[src/node_regs_pkg.sv]
package node_regs_pkg;
  localparam int        WORD_W     = 16;
  localparam int        ADDR_W     = 7;
  localparam int        PAGE_W     = 3;
  localparam int        NODE_PAGES = 6;
  localparam int        PIN_COUNT  = 2;
  localparam int        PIN_SYNC_N = 3;
  // Register byte addresses (low byte of each word)
  localparam logic [ADDR_W-1:0] ADDR_PAGE          = 7'h00;
  localparam logic [ADDR_W-1:0] ADDR_BUF_PTR       = 7'h10;
  localparam logic [ADDR_W-1:0] ADDR_PROD_GW       = 7'h16;
  localparam logic [ADDR_W-1:0] ADDR_BATCH_LO_GW   = 7'h1A;
  localparam logic [ADDR_W-1:0] ADDR_BATCH_HI_GW   = 7'h1C;
  localparam logic [ADDR_W-1:0] ADDR_SERIAL_GW     = 7'h24;
  localparam logic [ADDR_W-1:0] ADDR_PIN_CTRL      = 7'h2A;
  localparam logic [ADDR_W-1:0] ADDR_DIAG          = 7'h34;
  localparam logic [ADDR_W-1:0] ADDR_CMD           = 7'h36;
  localparam logic [ADDR_W-1:0] ADDR_PROD_NODE     = 7'h48;
  localparam logic [ADDR_W-1:0] ADDR_SCRATCH       = 7'h64;
  localparam logic [ADDR_W-1:0] ADDR_BATCH_LO_NODE = 7'h68;
  localparam logic [ADDR_W-1:0] ADDR_BATCH_HI_NODE = 7'h6A;
  localparam logic [PAGE_W-1:0] PAGE_GATEWAY       = 3'h0;
  // Command word bit positions
  localparam int CMD_CLR_AUTONULL  = 15;
  localparam int CMD_LOAD_BANDS    = 14;
  localparam int CMD_FETCH_RECORD  = 13;
  localparam int CMD_SAVE_BANDS    = 12;
  localparam int CMD_RECORD_TOGGLE = 11;
  localparam int CMD_ZERO_BUF_PTR  = 10;
  localparam int CMD_ERASE_BANDS   = 9;
  localparam int CMD_CLEAR_RECORDS = 8;
  localparam int CMD_SOFT_RESET    = 7;
  localparam int CMD_SAVE_CONFIG   = 6;
  localparam int CMD_FLASH_TEST    = 5;
  localparam int CMD_CLEAR_DIAG    = 4;
  localparam int CMD_FACTORY       = 3;
  localparam int CMD_SELF_TEST     = 2;
  localparam int CMD_POWER_DOWN    = 1;
  localparam int CMD_AUTONULL      = 0;
  // Commands finished by this block alone, one cycle after launch
  localparam logic [WORD_W-1:0] CMD_INTERNAL_MASK  = 16'h0C90;
  localparam logic [WORD_W-1:0] CLEAR_RECORDS_WORD = 16'hB701;
  localparam int DIAG_SELF_TEST_BIT  = 5;
  localparam int DIAG_FLASH_TEST_BIT = 6;
  localparam logic [WORD_W-1:0] DIAG_RESET      = 16'h0000;
  localparam logic [WORD_W-1:0] PIN_CTRL_RESET  = 16'h0008;
  localparam logic [WORD_W-1:0] PIN_CTRL_MASK   = 16'h003F;
  localparam logic [WORD_W-1:0] SCRATCH_RESET   = 16'h0000;
  localparam logic [WORD_W-1:0] BUF_PTR_RESET   = 16'h0000;
  localparam int PIN_SEL_BASE  = 2;
  localparam int PIN_SEL_W     = 2;
  localparam int WR_FLAG_BIT   = 15;
  localparam logic [3:0] LAST_BIT = 4'hF;
  // Filtered idle levels of {cs_n, sclk, mosi}
  localparam logic [2:0] PIN_IDLE = 3'h6;

  typedef enum logic [1:0] {
    FUNC_GP     = 2'h0,
    FUNC_ALARM  = 2'h1,
    FUNC_BUSY   = 2'h2,
    FUNC_UNUSED = 2'h3
  } pin_func_e;

  typedef enum logic [1:0] {
    ST_IDLE  = 2'h1,
    ST_SHIFT = 2'h2
  } link_state_e;
endpackage : node_regs_pkg

[src/cmd_if.sv]
`timescale 1ns/100ps
interface cmd_if;
  import node_regs_pkg::*;
  logic [WORD_W-1:0] wr_bits;
  logic [WORD_W-1:0] done;
  logic [WORD_W-1:0] pending;
  logic [WORD_W-1:0] start;
  modport main (output wr_bits, output done, input pending, input start);
  modport seq  (input wr_bits, input done, output pending, output start);
endinterface : cmd_if

[src/cmd_sequencer.sv]
`timescale 1ns/100ps
module cmd_sequencer
  import node_regs_pkg::*;
#(
  parameter logic [WORD_W-1:0] INTERNAL_MASK = CMD_INTERNAL_MASK
)(
  input wire logic clk,
  input wire logic rst,
  input wire logic ce,
  cmd_if.seq       bus
);
  logic [WORD_W-1:0] finish;

  assign finish    = bus.done | INTERNAL_MASK;
  // A relaunch in the finishing cycle starts again, so no write is lost
  assign bus.start = bus.wr_bits & (~bus.pending | finish);

  always_ff @(posedge clk or posedge rst)
  begin
    if (rst)
      bus.pending <= '0;
    else if (ce)
      bus.pending <= (bus.pending & ~finish) | bus.wr_bits;
  end
endmodule : cmd_sequencer

[src/node_command_and_id_registers.sv]
`timescale 1ns/100ps
// Summary of operation
// A written 1 launches its command; the bit clears itself when done.
// Command word sits at 0x36 on node pages and reads back zero.
// Bit 8 (word 0xB701) clears the capture buffers and records.
// Bit 14 loads alarm bands chosen by the alarm band pointer.
// Bit 13 fetches a stored record from flash into output registers.
// Bit 12 copies alarm band registers into working SRAM.
// Bit 10 forces the buffer pointer to zero.
// Bit 9 erases alarm band settings held in flash.
// Bit 6 saves configuration registers into flash.
// Bit 5 sums flash contents and compares with the factory value.
// Bit 3 restores factory register values and empties capture buffers.
// Bit 2 runs self-test; result lands in diagnostic status bit 5.
// Two-bit pin function: general, alarm, busy/data-ready, unused.
// Pin control at 0x2A is read/write, resets to 0x0008.
// Gateway serial number word reads at 0x24.
// Each node page has a scratch word at 0x64, reset zero.
// Flash checksum result lands in diagnostic status bit 6.
// Pin control bits 1 and 0 set polarity, 1 active high.
// Bits 15,11,7,4,1,0: autonull clear, record toggle, reset, diag clear, etc.
// Host issues commands only while the supply stays in range.
module node_command_and_id_registers
  import node_regs_pkg::*;
#(
  parameter logic [WORD_W-1:0] PRODUCT_GW   = 16'h1111,  // Arbitrary value
  parameter logic [WORD_W-1:0] PRODUCT_NODE = 16'h2222,  // Arbitrary value
  parameter logic [WORD_W-1:0] BATCH_LO_GW  = 16'h0A01,  // Arbitrary value
  parameter logic [WORD_W-1:0] BATCH_HI_GW  = 16'h0A02,  // Arbitrary value
  parameter logic [WORD_W-1:0] BATCH_LO_ND  = 16'h0B01,  // Arbitrary value
  parameter logic [WORD_W-1:0] BATCH_HI_ND  = 16'h0B02,  // Arbitrary value
  parameter logic [WORD_W-1:0] SERIAL_GW    = 16'h0C01   // Arbitrary value
)(
  input wire logic               clk,
  input wire logic               rst,
  input wire logic               ce,
  input wire logic               sclk,
  input wire logic               cs_n,
  input wire logic               mosi,
  output logic                   miso,
  input wire logic [WORD_W-1:0]  cmd_done,
  input wire logic               selftest_fail,
  input wire logic               checksum_fail,
  input wire logic               alarm_active,
  input wire logic               data_ready,
  output logic [WORD_W-1:0]      cmd_start,
  output logic [PAGE_W-1:0]      cmd_node,
  output logic                   record_run,
  output logic                   output_pin_one,
  output logic                   output_pin_two
);
  logic [2:0]              pin_raw;
  logic [2:0]              sync1;
  logic [2:0]              sync2;
  logic [2:0]              sync3;
  logic [2:0]              filt;
  logic                    sclk_d;
  logic                    sclk_rise;
  logic                    sclk_fall;
  link_state_e             state;
  logic [3:0]              bit_cnt;
  logic [WORD_W-1:0]       rx_shift;
  logic [WORD_W-1:0]       tx_shift;
  logic [WORD_W-1:0]       rx_word;
  logic                    word_valid;
  logic [WORD_W-1:0]       read_word;
  logic [WORD_W-1:0]       next_read;
  logic [PAGE_W-1:0]       page;
  logic                    node_pg;
  logic                    wr_req;
  logic [ADDR_W-1:0]       byte_addr;
  logic [ADDR_W-1:0]       word_addr;
  logic                    hi_byte;
  logic [7:0]              wr_data;
  logic [WORD_W-1:0]       pin_ctrl;
  logic [WORD_W-1:0]       buffer_pointer;
  logic [WORD_W-1:0]       diag;
  logic [WORD_W-1:0]       scratch [NODE_PAGES];
  logic                    restore;
  logic [PIN_COUNT-1:0]    pin_out;

  cmd_if cmd ();

  function automatic logic [WORD_W-1:0] put_byte(input logic [WORD_W-1:0] old,
                                                 input logic              hi,
                                                 input logic [7:0]        b);
    put_byte = hi ? {b, old[7:0]} : {old[15:8], b};
  endfunction : put_byte

  // Pin inputs: three stages, a level is taken once stages two and three agree
  assign pin_raw = {cs_n, sclk, mosi};

  for (genvar i = 0; i < 3; i++)
  begin : g_sync
    always_ff @(posedge clk or posedge rst)
    begin
      if (rst)
      begin
        sync1[i] <= PIN_IDLE[i];
        sync2[i] <= PIN_IDLE[i];
        sync3[i] <= PIN_IDLE[i];
        filt[i]  <= PIN_IDLE[i];
      end
      else if (ce)
      begin
        sync1[i] <= pin_raw[i];
        sync2[i] <= sync1[i];
        sync3[i] <= sync2[i];
        if (sync2[i] == sync3[i])
          filt[i] <= sync3[i];
      end
    end
  end

  always_ff @(posedge clk or posedge rst)
  begin
    if (rst)
      sclk_d <= PIN_IDLE[1];
    else if (ce)
      sclk_d <= filt[1];
  end

  assign sclk_rise = filt[1] & ~sclk_d;
  assign sclk_fall = ~filt[1] & sclk_d;

  // Serial frame engine: 16-bit words, MSB first, sampled on the rising edge.
  // A read answer goes out in the frame after the read request.
  always_ff @(posedge clk or posedge rst)
  begin
    if (rst)
    begin
      state      <= ST_IDLE;
      bit_cnt    <= '0;
      rx_shift   <= '0;
      tx_shift   <= '0;
      rx_word    <= '0;
      word_valid <= 1'b0;
      miso       <= 1'b0;
    end
    else if (ce)
    begin
      word_valid <= 1'b0;
      case (state)
        ST_IDLE:
        begin
          if (!filt[2])
          begin
            state    <= ST_SHIFT;
            bit_cnt  <= '0;
            miso     <= read_word[WORD_W-1];
            // Whole word kept: the first sclk fall presents the MSB again
            tx_shift <= read_word;
          end
        end
        ST_SHIFT:
        begin
          if (filt[2])
            state <= ST_IDLE;
          else
          begin
            if (sclk_rise)
            begin
              rx_shift <= {rx_shift[WORD_W-2:0], filt[0]};
              bit_cnt  <= bit_cnt + 4'h1;
              if (bit_cnt == LAST_BIT)
              begin
                rx_word    <= {rx_shift[WORD_W-2:0], filt[0]};
                word_valid <= 1'b1;
              end
            end
            if (sclk_fall)
            begin
              miso     <= tx_shift[WORD_W-1];
              tx_shift <= {tx_shift[WORD_W-2:0], 1'b0};
            end
          end
        end
        default:
          state <= ST_IDLE;
      endcase
    end
  end

  // Decode of a received word
  assign wr_req    = word_valid & rx_word[WR_FLAG_BIT];
  assign byte_addr = rx_word[14:8];
  assign word_addr = {byte_addr[ADDR_W-1:1], 1'b0};
  assign hi_byte   = byte_addr[0];
  assign wr_data   = rx_word[7:0];
  assign node_pg   = (page != PAGE_GATEWAY);

  always_comb
  begin
    cmd.wr_bits = '0;
    if (wr_req && node_pg && word_addr == ADDR_CMD)
      cmd.wr_bits = hi_byte ? {wr_data, 8'h00} : {8'h00, wr_data};
  end

  assign cmd.done = cmd_done;
  // Soft reset and factory restore both bring pin control, buffer pointer, scratch and diag to defaults
  assign restore  = cmd.start[CMD_SOFT_RESET] | cmd.start[CMD_FACTORY];

  cmd_sequencer u_seq (
    .clk (clk),
    .rst (rst),
    .ce  (ce),
    .bus (cmd.seq)
  );

  // Launch pulses to the flash, record and sensor engines outside this block
  always_ff @(posedge clk or posedge rst)
  begin
    if (rst)
    begin
      cmd_start <= '0;
      cmd_node  <= PAGE_GATEWAY;
    end
    else if (ce)
    begin
      cmd_start <= cmd.start;
      if (cmd.wr_bits != '0)
        cmd_node <= page;
    end
  end

  always_ff @(posedge clk or posedge rst)
  begin
    if (rst)
      page <= PAGE_GATEWAY;
    else if (ce && wr_req && word_addr == ADDR_PAGE && !hi_byte)
      if (wr_data <= 8'(NODE_PAGES))
        page <= wr_data[PAGE_W-1:0];
  end

  always_ff @(posedge clk or posedge rst)
  begin
    if (rst)
      pin_ctrl <= PIN_CTRL_RESET;
    else if (ce)
    begin
      if (restore)
        pin_ctrl <= PIN_CTRL_RESET;
      else if (wr_req && !node_pg && word_addr == ADDR_PIN_CTRL)
        pin_ctrl <= put_byte(pin_ctrl, hi_byte, wr_data) & PIN_CTRL_MASK;
    end
  end

  always_ff @(posedge clk or posedge rst)
  begin
    if (rst)
      buffer_pointer <= BUF_PTR_RESET;
    else if (ce)
    begin
      if (restore || cmd.start[CMD_ZERO_BUF_PTR])
        buffer_pointer <= BUF_PTR_RESET;
      else if (wr_req && node_pg && word_addr == ADDR_BUF_PTR)
        buffer_pointer <= put_byte(buffer_pointer, hi_byte, wr_data);
    end
  end

  for (genvar g = 0; g < NODE_PAGES; g++)
  begin : g_scratch
    always_ff @(posedge clk or posedge rst)
    begin
      if (rst)
        scratch[g] <= SCRATCH_RESET;
      else if (ce)
      begin
        if (restore)
          scratch[g] <= SCRATCH_RESET;
        else if (wr_req && word_addr == ADDR_SCRATCH && page == PAGE_W'(g + 1))
          scratch[g] <= put_byte(scratch[g], hi_byte, wr_data);
      end
    end
  end

  // Test results win over a clear arriving in the same cycle
  always_ff @(posedge clk or posedge rst)
  begin
    if (rst)
      diag <= DIAG_RESET;
    else if (ce)
    begin
      if (cmd.start[CMD_CLEAR_DIAG] || restore)
        diag <= DIAG_RESET;
      if (cmd.pending[CMD_SELF_TEST] && cmd_done[CMD_SELF_TEST])
        diag[DIAG_SELF_TEST_BIT] <= selftest_fail;
      if (cmd.pending[CMD_FLASH_TEST] && cmd_done[CMD_FLASH_TEST])
        diag[DIAG_FLASH_TEST_BIT] <= checksum_fail;
    end
  end

  always_ff @(posedge clk or posedge rst)
  begin
    if (rst)
      record_run <= 1'b0;
    else if (ce && cmd.start[CMD_RECORD_TOGGLE])
      record_run <= ~record_run;
  end

  // Read mux; unmapped words and the command word read as zero
  always_comb
  begin
    next_read = '0;
    if (word_addr == ADDR_PAGE)
      next_read = WORD_W'(page);
    else if (!node_pg)
    begin
      case (word_addr)
        ADDR_PROD_GW:     next_read = PRODUCT_GW;
        ADDR_BATCH_LO_GW: next_read = BATCH_LO_GW;
        ADDR_BATCH_HI_GW: next_read = BATCH_HI_GW;
        ADDR_SERIAL_GW:   next_read = SERIAL_GW;
        ADDR_PIN_CTRL:    next_read = pin_ctrl;
        default:          next_read = '0;
      endcase
    end
    else
    begin
      case (word_addr)
        ADDR_BUF_PTR:       next_read = buffer_pointer;
        ADDR_DIAG:          next_read = diag;
        ADDR_CMD:           next_read = '0;
        ADDR_PROD_NODE:     next_read = PRODUCT_NODE;
        ADDR_SCRATCH:       next_read = scratch[page - PAGE_W'(1)];
        ADDR_BATCH_LO_NODE: next_read = BATCH_LO_ND;
        ADDR_BATCH_HI_NODE: next_read = BATCH_HI_ND;
        default:            next_read = '0;
      endcase
    end
  end

  always_ff @(posedge clk or posedge rst)
  begin
    if (rst)
      read_word <= '0;
    else if (ce && word_valid && !rx_word[WR_FLAG_BIT])
      read_word <= next_read;
  end

  // Busy covers command execution and real-time data ready
  for (genvar p = 0; p < PIN_COUNT; p++)
  begin : g_pin
    pin_driver u_pin (
      .clk         (clk),
      .rst         (rst),
      .ce          (ce),
      .func_sel    (pin_ctrl[PIN_SEL_BASE + PIN_SEL_W*p +: PIN_SEL_W]),
      .active_high (pin_ctrl[p]),
      .alarm       (alarm_active),
      .busy        ((cmd.pending != '0) | data_ready),
      .pin         (pin_out[p])
    );
  end

  assign output_pin_one = pin_out[0];
  assign output_pin_two = pin_out[1];
endmodule : node_command_and_id_registers

[src/pin_driver.sv]
`timescale 1ns/100ps
module pin_driver
  import node_regs_pkg::*;
(
  input wire logic                 clk,
  input wire logic                 rst,
  input wire logic                 ce,
  input wire logic [PIN_SEL_W-1:0] func_sel,
  input wire logic                 active_high,
  input wire logic                 alarm,
  input wire logic                 busy,
  output logic                     pin
);
  logic asserted;

  always_comb
  begin
    case (func_sel)
      FUNC_GP:    asserted = 1'b1;
      FUNC_ALARM: asserted = alarm;
      FUNC_BUSY:  asserted = busy;
      default:    asserted = 1'b0;
    endcase
  end

  // Reset level matches pin one's default: busy function, active low, idle
  always_ff @(posedge clk or posedge rst)
  begin
    if (rst)
      pin <= 1'b1;
    else if (ce)
      pin <= asserted ? active_high : ~active_high;
  end
endmodule : pin_driver

[config.mk]
export PLATFORM = sky130hd
export DESIGN_NAME = node_command_and_id_registers
export DESIGN_NICKNAME = d
export VERILOG_FILES = /design/src/node_regs_pkg.sv /design/src/cmd_if.sv /design/src/cmd_sequencer.sv /design/src/node_command_and_id_registers.sv /design/src/pin_driver.sv
export SDC_FILE = /design/constraint.sdc
export NUM_CORES = 1
export LEC_CHECK = 0
export BUFFER_PORTS_ARGS = -buffer_cell sky130_fd_sc_hd__buf_2
export CAP_MARGIN = 10
export CELL_PAD_IN_SITES_DETAIL_PLACEMENT = 1
export CELL_PAD_IN_SITES_GLOBAL_PLACEMENT = 2
export CORE_MARGIN = 2
export CORE_UTILIZATION = 45
export CTS_CLUSTER_DIAMETER = 30
export DETAILED_ROUTE_END_ITERATION = 10
export PLACE_DENSITY = 0.92
export SKIP_CTS_REPAIR_TIMING = 1
export SLEW_MARGIN = 5
export SYNTH_ARGS = -nofsm -noshare
export SYNTH_HDL_FRONTEND = slang
export SYNTH_SLANG_ARGS = --single-unit
[constraint.sdc]
create_clock -name clk -period 18.7 [get_ports clk]
set_input_delay 0.935 -clock clk [delete_from_list [all_inputs] [get_ports clk]]
set_output_delay 0.935 -clock clk [all_outputs]
set_load 0.01 [all_outputs]
==> impl_results.md <==
- Remaining Overflow, GRT: 0
- Number of max-cap violations: 0
- Final WL: 33.1 mm
- Hold slack: 0.478 ns
- Vias in the first global route: 9275
- Fmax: 252 MHz
- ANT cells: 0
- Setup_tns: 0 ns
- Ys async rst share: 1.00
- Critical-path maximum fanout: 48
- Die ar.: 0.0266 mm^2
- Pint: 1.16 mW
- First-pass GRT wire length: 53.4 mm
- Syn-to-layout area delta: 19.2%
- CTS Buf Count: 51
- I/O Buffers: 44
- Top_reg_cell synth: dfrtp_1
- CTS tree: done
- Slew HR: 0.246
- Die X: 163 um
- Syn Nets: 1046
- RSZ-0062 raised after global routing: false
- Clk pwr share: 0.593
- Final clock skew: 0.0205 ns
- # rows: 58
- Yosys reg bits: 241
- WP data required: 19.12 ns
- Yosys cell types: 72
- Share of the synthesized area in the top cell type: 0.500
- Most common cell in the netlist: dfrtp_1
- Worst skew pair latency: 0.54 ns
- Nets: 1093
- Final Cycle Share: 0.212
- Worst Setup Path Type: in2reg
- Clk sinks: 241
- Crit start category: input port
- Critical Path AT: 4.39 ns
- P_leak: 6.29 nW
- P_sw: 0.335 mW
- Share of cells above drive strength 1: 0.258
- Pins Over Slew Limit: 0
- Reg2Reg Setup Slack: 15.48 ns
- Clk buf depth: 3
- Terminus of the critical flop-to-flop path: record_run$_DFFE_PP0P_
- Post-DR vias/cell: 5.93
- Overall power: 1.49 mW
- Yosys Warn Count: 0
- Logic pwr share: 0.037
- DIE HEIGHT: 163 um
- Cells after Synth: 1014
- Initial antenna violation count: 1
- Ports: 49
- Leading area contributor after synthesis: dfrtp_1
- Initial Util: 0.455
- Sequential power share: 0.370
- RePlAce Congestion: 0.900
- Syn Area/Cell: 11.2 um^2
- WHS Path Cells: 2
- Vias: 8491
- H-tree Lvls: 2
- Outcome: completed
- Antenna Violating Nets Remaining: 0
- Maximum vdd drop: 0.0891 mV
- Largest net degree at the start of global routing: 95
- Routed WL per cell: 23.2 um
- Residual DRC count: 0
- Post-DP HPWL: 20.4 mm
- Hold crit path type: reg2reg
- Sw Share: 0.224
- WHS Endpoint: scratch[52]$_DFFE_PP0P_
- Gr usage total: 0.259
- FILL cells: 2617
- Power Density: 110 mW/mm^2
- Sequential area share after synthesis: 0.530
- Top cells by area, synth: dfrtp_1 (50%), mux2_2 (6.6%), nand2_1 (4.8%)
- Minimum clock period: 3.97 ns
- Endpoints failing setup: 0
- Clock root cell: clkbuf_16
- HP Start: scratch[52]$_DFFE_PP0P_
- Clock slew seen by the registers of the worst setup and hold paths: 0.05 ns
- Worst-margin pin slew: 1.13 ns
- Pre-antenna DRT Iters: 5
- Start of the worst register-to-register path: rx_word[8]$_DFFE_PP0P_
- Synth cell count leaders: dfrtp_1 (228), nand2_1 (145), o21ai_0 (85)
- First-iteration detailed-routing DRC count: 480
- Path depth of the worst reg2reg path: 4
- Number of synthesized flops with an enable pin: 0
- Core ar.: 0.0250 mm^2
- Synth Cell Area: 0.0114 mm^2
- Hold Fails Final Rpt: 0
- Crit end category: flip-flop
==> how the worst max path moves through the flow <==
stage	startpoint	end	cells past startpoint	slack, ns
3_3_place_gp	ce	rx_word[3]$_DFFE_PP0P_	8	14.32
5_1_grt	ce	rx_word[3]$_DFFE_PP0P_	8	14.44
3_5_place_dp	ce	rx_word[2]$_DFFE_PP0P_	8	14.27
6_report	ce	rx_word[2]$_DFFE_PP0P_	8	14.73
4_1_cts	ce	rx_word[2]$_DFFE_PP0P_	8	14.73
2_1_floorplan	rst	bit_cnt[0]$_DFFE_PP0P_	1	11.17
==> power groups by stage <==
stage          logic, mW  clock network (mW)  registers (mW)
3_3_place_gp      0.0529                   0           0.558
2_1_floorplan     0.0405                   0           0.556
5_1_grt           0.0630               0.924           0.554
4_1_cts           0.0568               0.898           0.553
3_5_place_dp      0.0552                   0           0.560
6_report          0.0554               0.886           0.553
==> state kept, by name, summed over array words and instances (netlist names), 4 cells and up <==
signal and cells:
rx_word 16, tx_shift 16, pin_ctrl 6, scratch 96
buffer_pointer 16, u_seq.bus.pending 12, bit_cnt 4, cmd_start 16
rx_shift 15, read_word 16
==> area by class of cell <==
| type | instances | area (um^2) | share of cell area |
|---|---|---|---|
| sequential | 241 | 6050 | 0.445 |
| timing repair buffer | 60 | 340 | 0.0250 |
| tap | 330 | 413 | 0.0304 |
| clock inverter | 21 | 231 | 0.0170 |
| multi-input combinational | 681 | 4980 | 0.366 |
| clock buffer | 72 | 1480 | 0.109 |
| inverter | 26 | 105 | 0.00773 |
==> per-stage QoR <==
| step | utilization | area [um^2] | setup WS [ns] | instances |
|---|---|---|---|---|
| detailed placement | 0.475 | 11900 | 14.27 | 1338 |
| floorplan | - | 11400 | 11.17 | 1014 |
| CTS | 0.543 | 13600 | 14.73 | 1431 |
| global placement | 0.475 | 11900 | 14.32 | 1338 |
| finish | 0.543 | 13600 | 14.73 | 1431 |
| global route | 0.543 | 13600 | 14.44 | 1431 |
==> worst max-delay path: stages <==
cell and delay, ns:
buf_2 0.08, buf_4 0.44, inv_1 0.37, buf_4 0.30, nor2_1 0.31, and2_1 0.69, nand4_2 0.69, mux2_1 0.55
==> kinds of logic (layout without fill, tap and decap cells) <==
kind of cell / count (synthesis) / in the layout / share of synthesized area
AOI/OAI and AO/OA: 229 / 229 / 0.135
xor gates and xnor gates: 5 / 5 / 0.00384
adders and majority gates: 6 / 6 / 0.00658
buffers and inverters: 92 / 179 / 0.0345
DFF: 241 / 241 / 0.530
muxes: 143 / 143 / 0.161
and+or+nand+nor: 298 / 298 / 0.129
==> cell usage in the layout (no fill, tap or decap), types with 16 or more instances in the layout <==
cell type | synthesis | layout
o21ai_0 | 85 | 85
nand2_1 | 145 | 145
inv_1 | 25 | 24
a22o_1 | 39 | 39
dfrtp_1 | 228 | 227
mux4_2 | 16 | 16
mux2_2 | 67 | 67
mux2_4 | 24 | 24
buf_4 | 6 | 16
a21oi_1 | 40 | 40
mux2i_1 | 33 | 33
nand3_1 | 26 | 26
buf_2 | 14 | 44
clkbuf_16 | 0 | 53
nor2_1 | 30 | 30
==> layer usage <==
| layer | share of wire | vias to the layer above | global-route usage |
|---|---|---|---|
| met3 | 0.046 | 85 | 0.0449 |
| li1 | - | 3761 | - |
| met5 | 0.00039 | - | 0 |
| met1 | 0.43 | 4424 | 0.338 |
| met2 | 0.49 | 219 | 0.433 |
| met4 | 0.033 | 2 | 0.101 |
No activity file was read; power rests on OpenSTA's default activity.
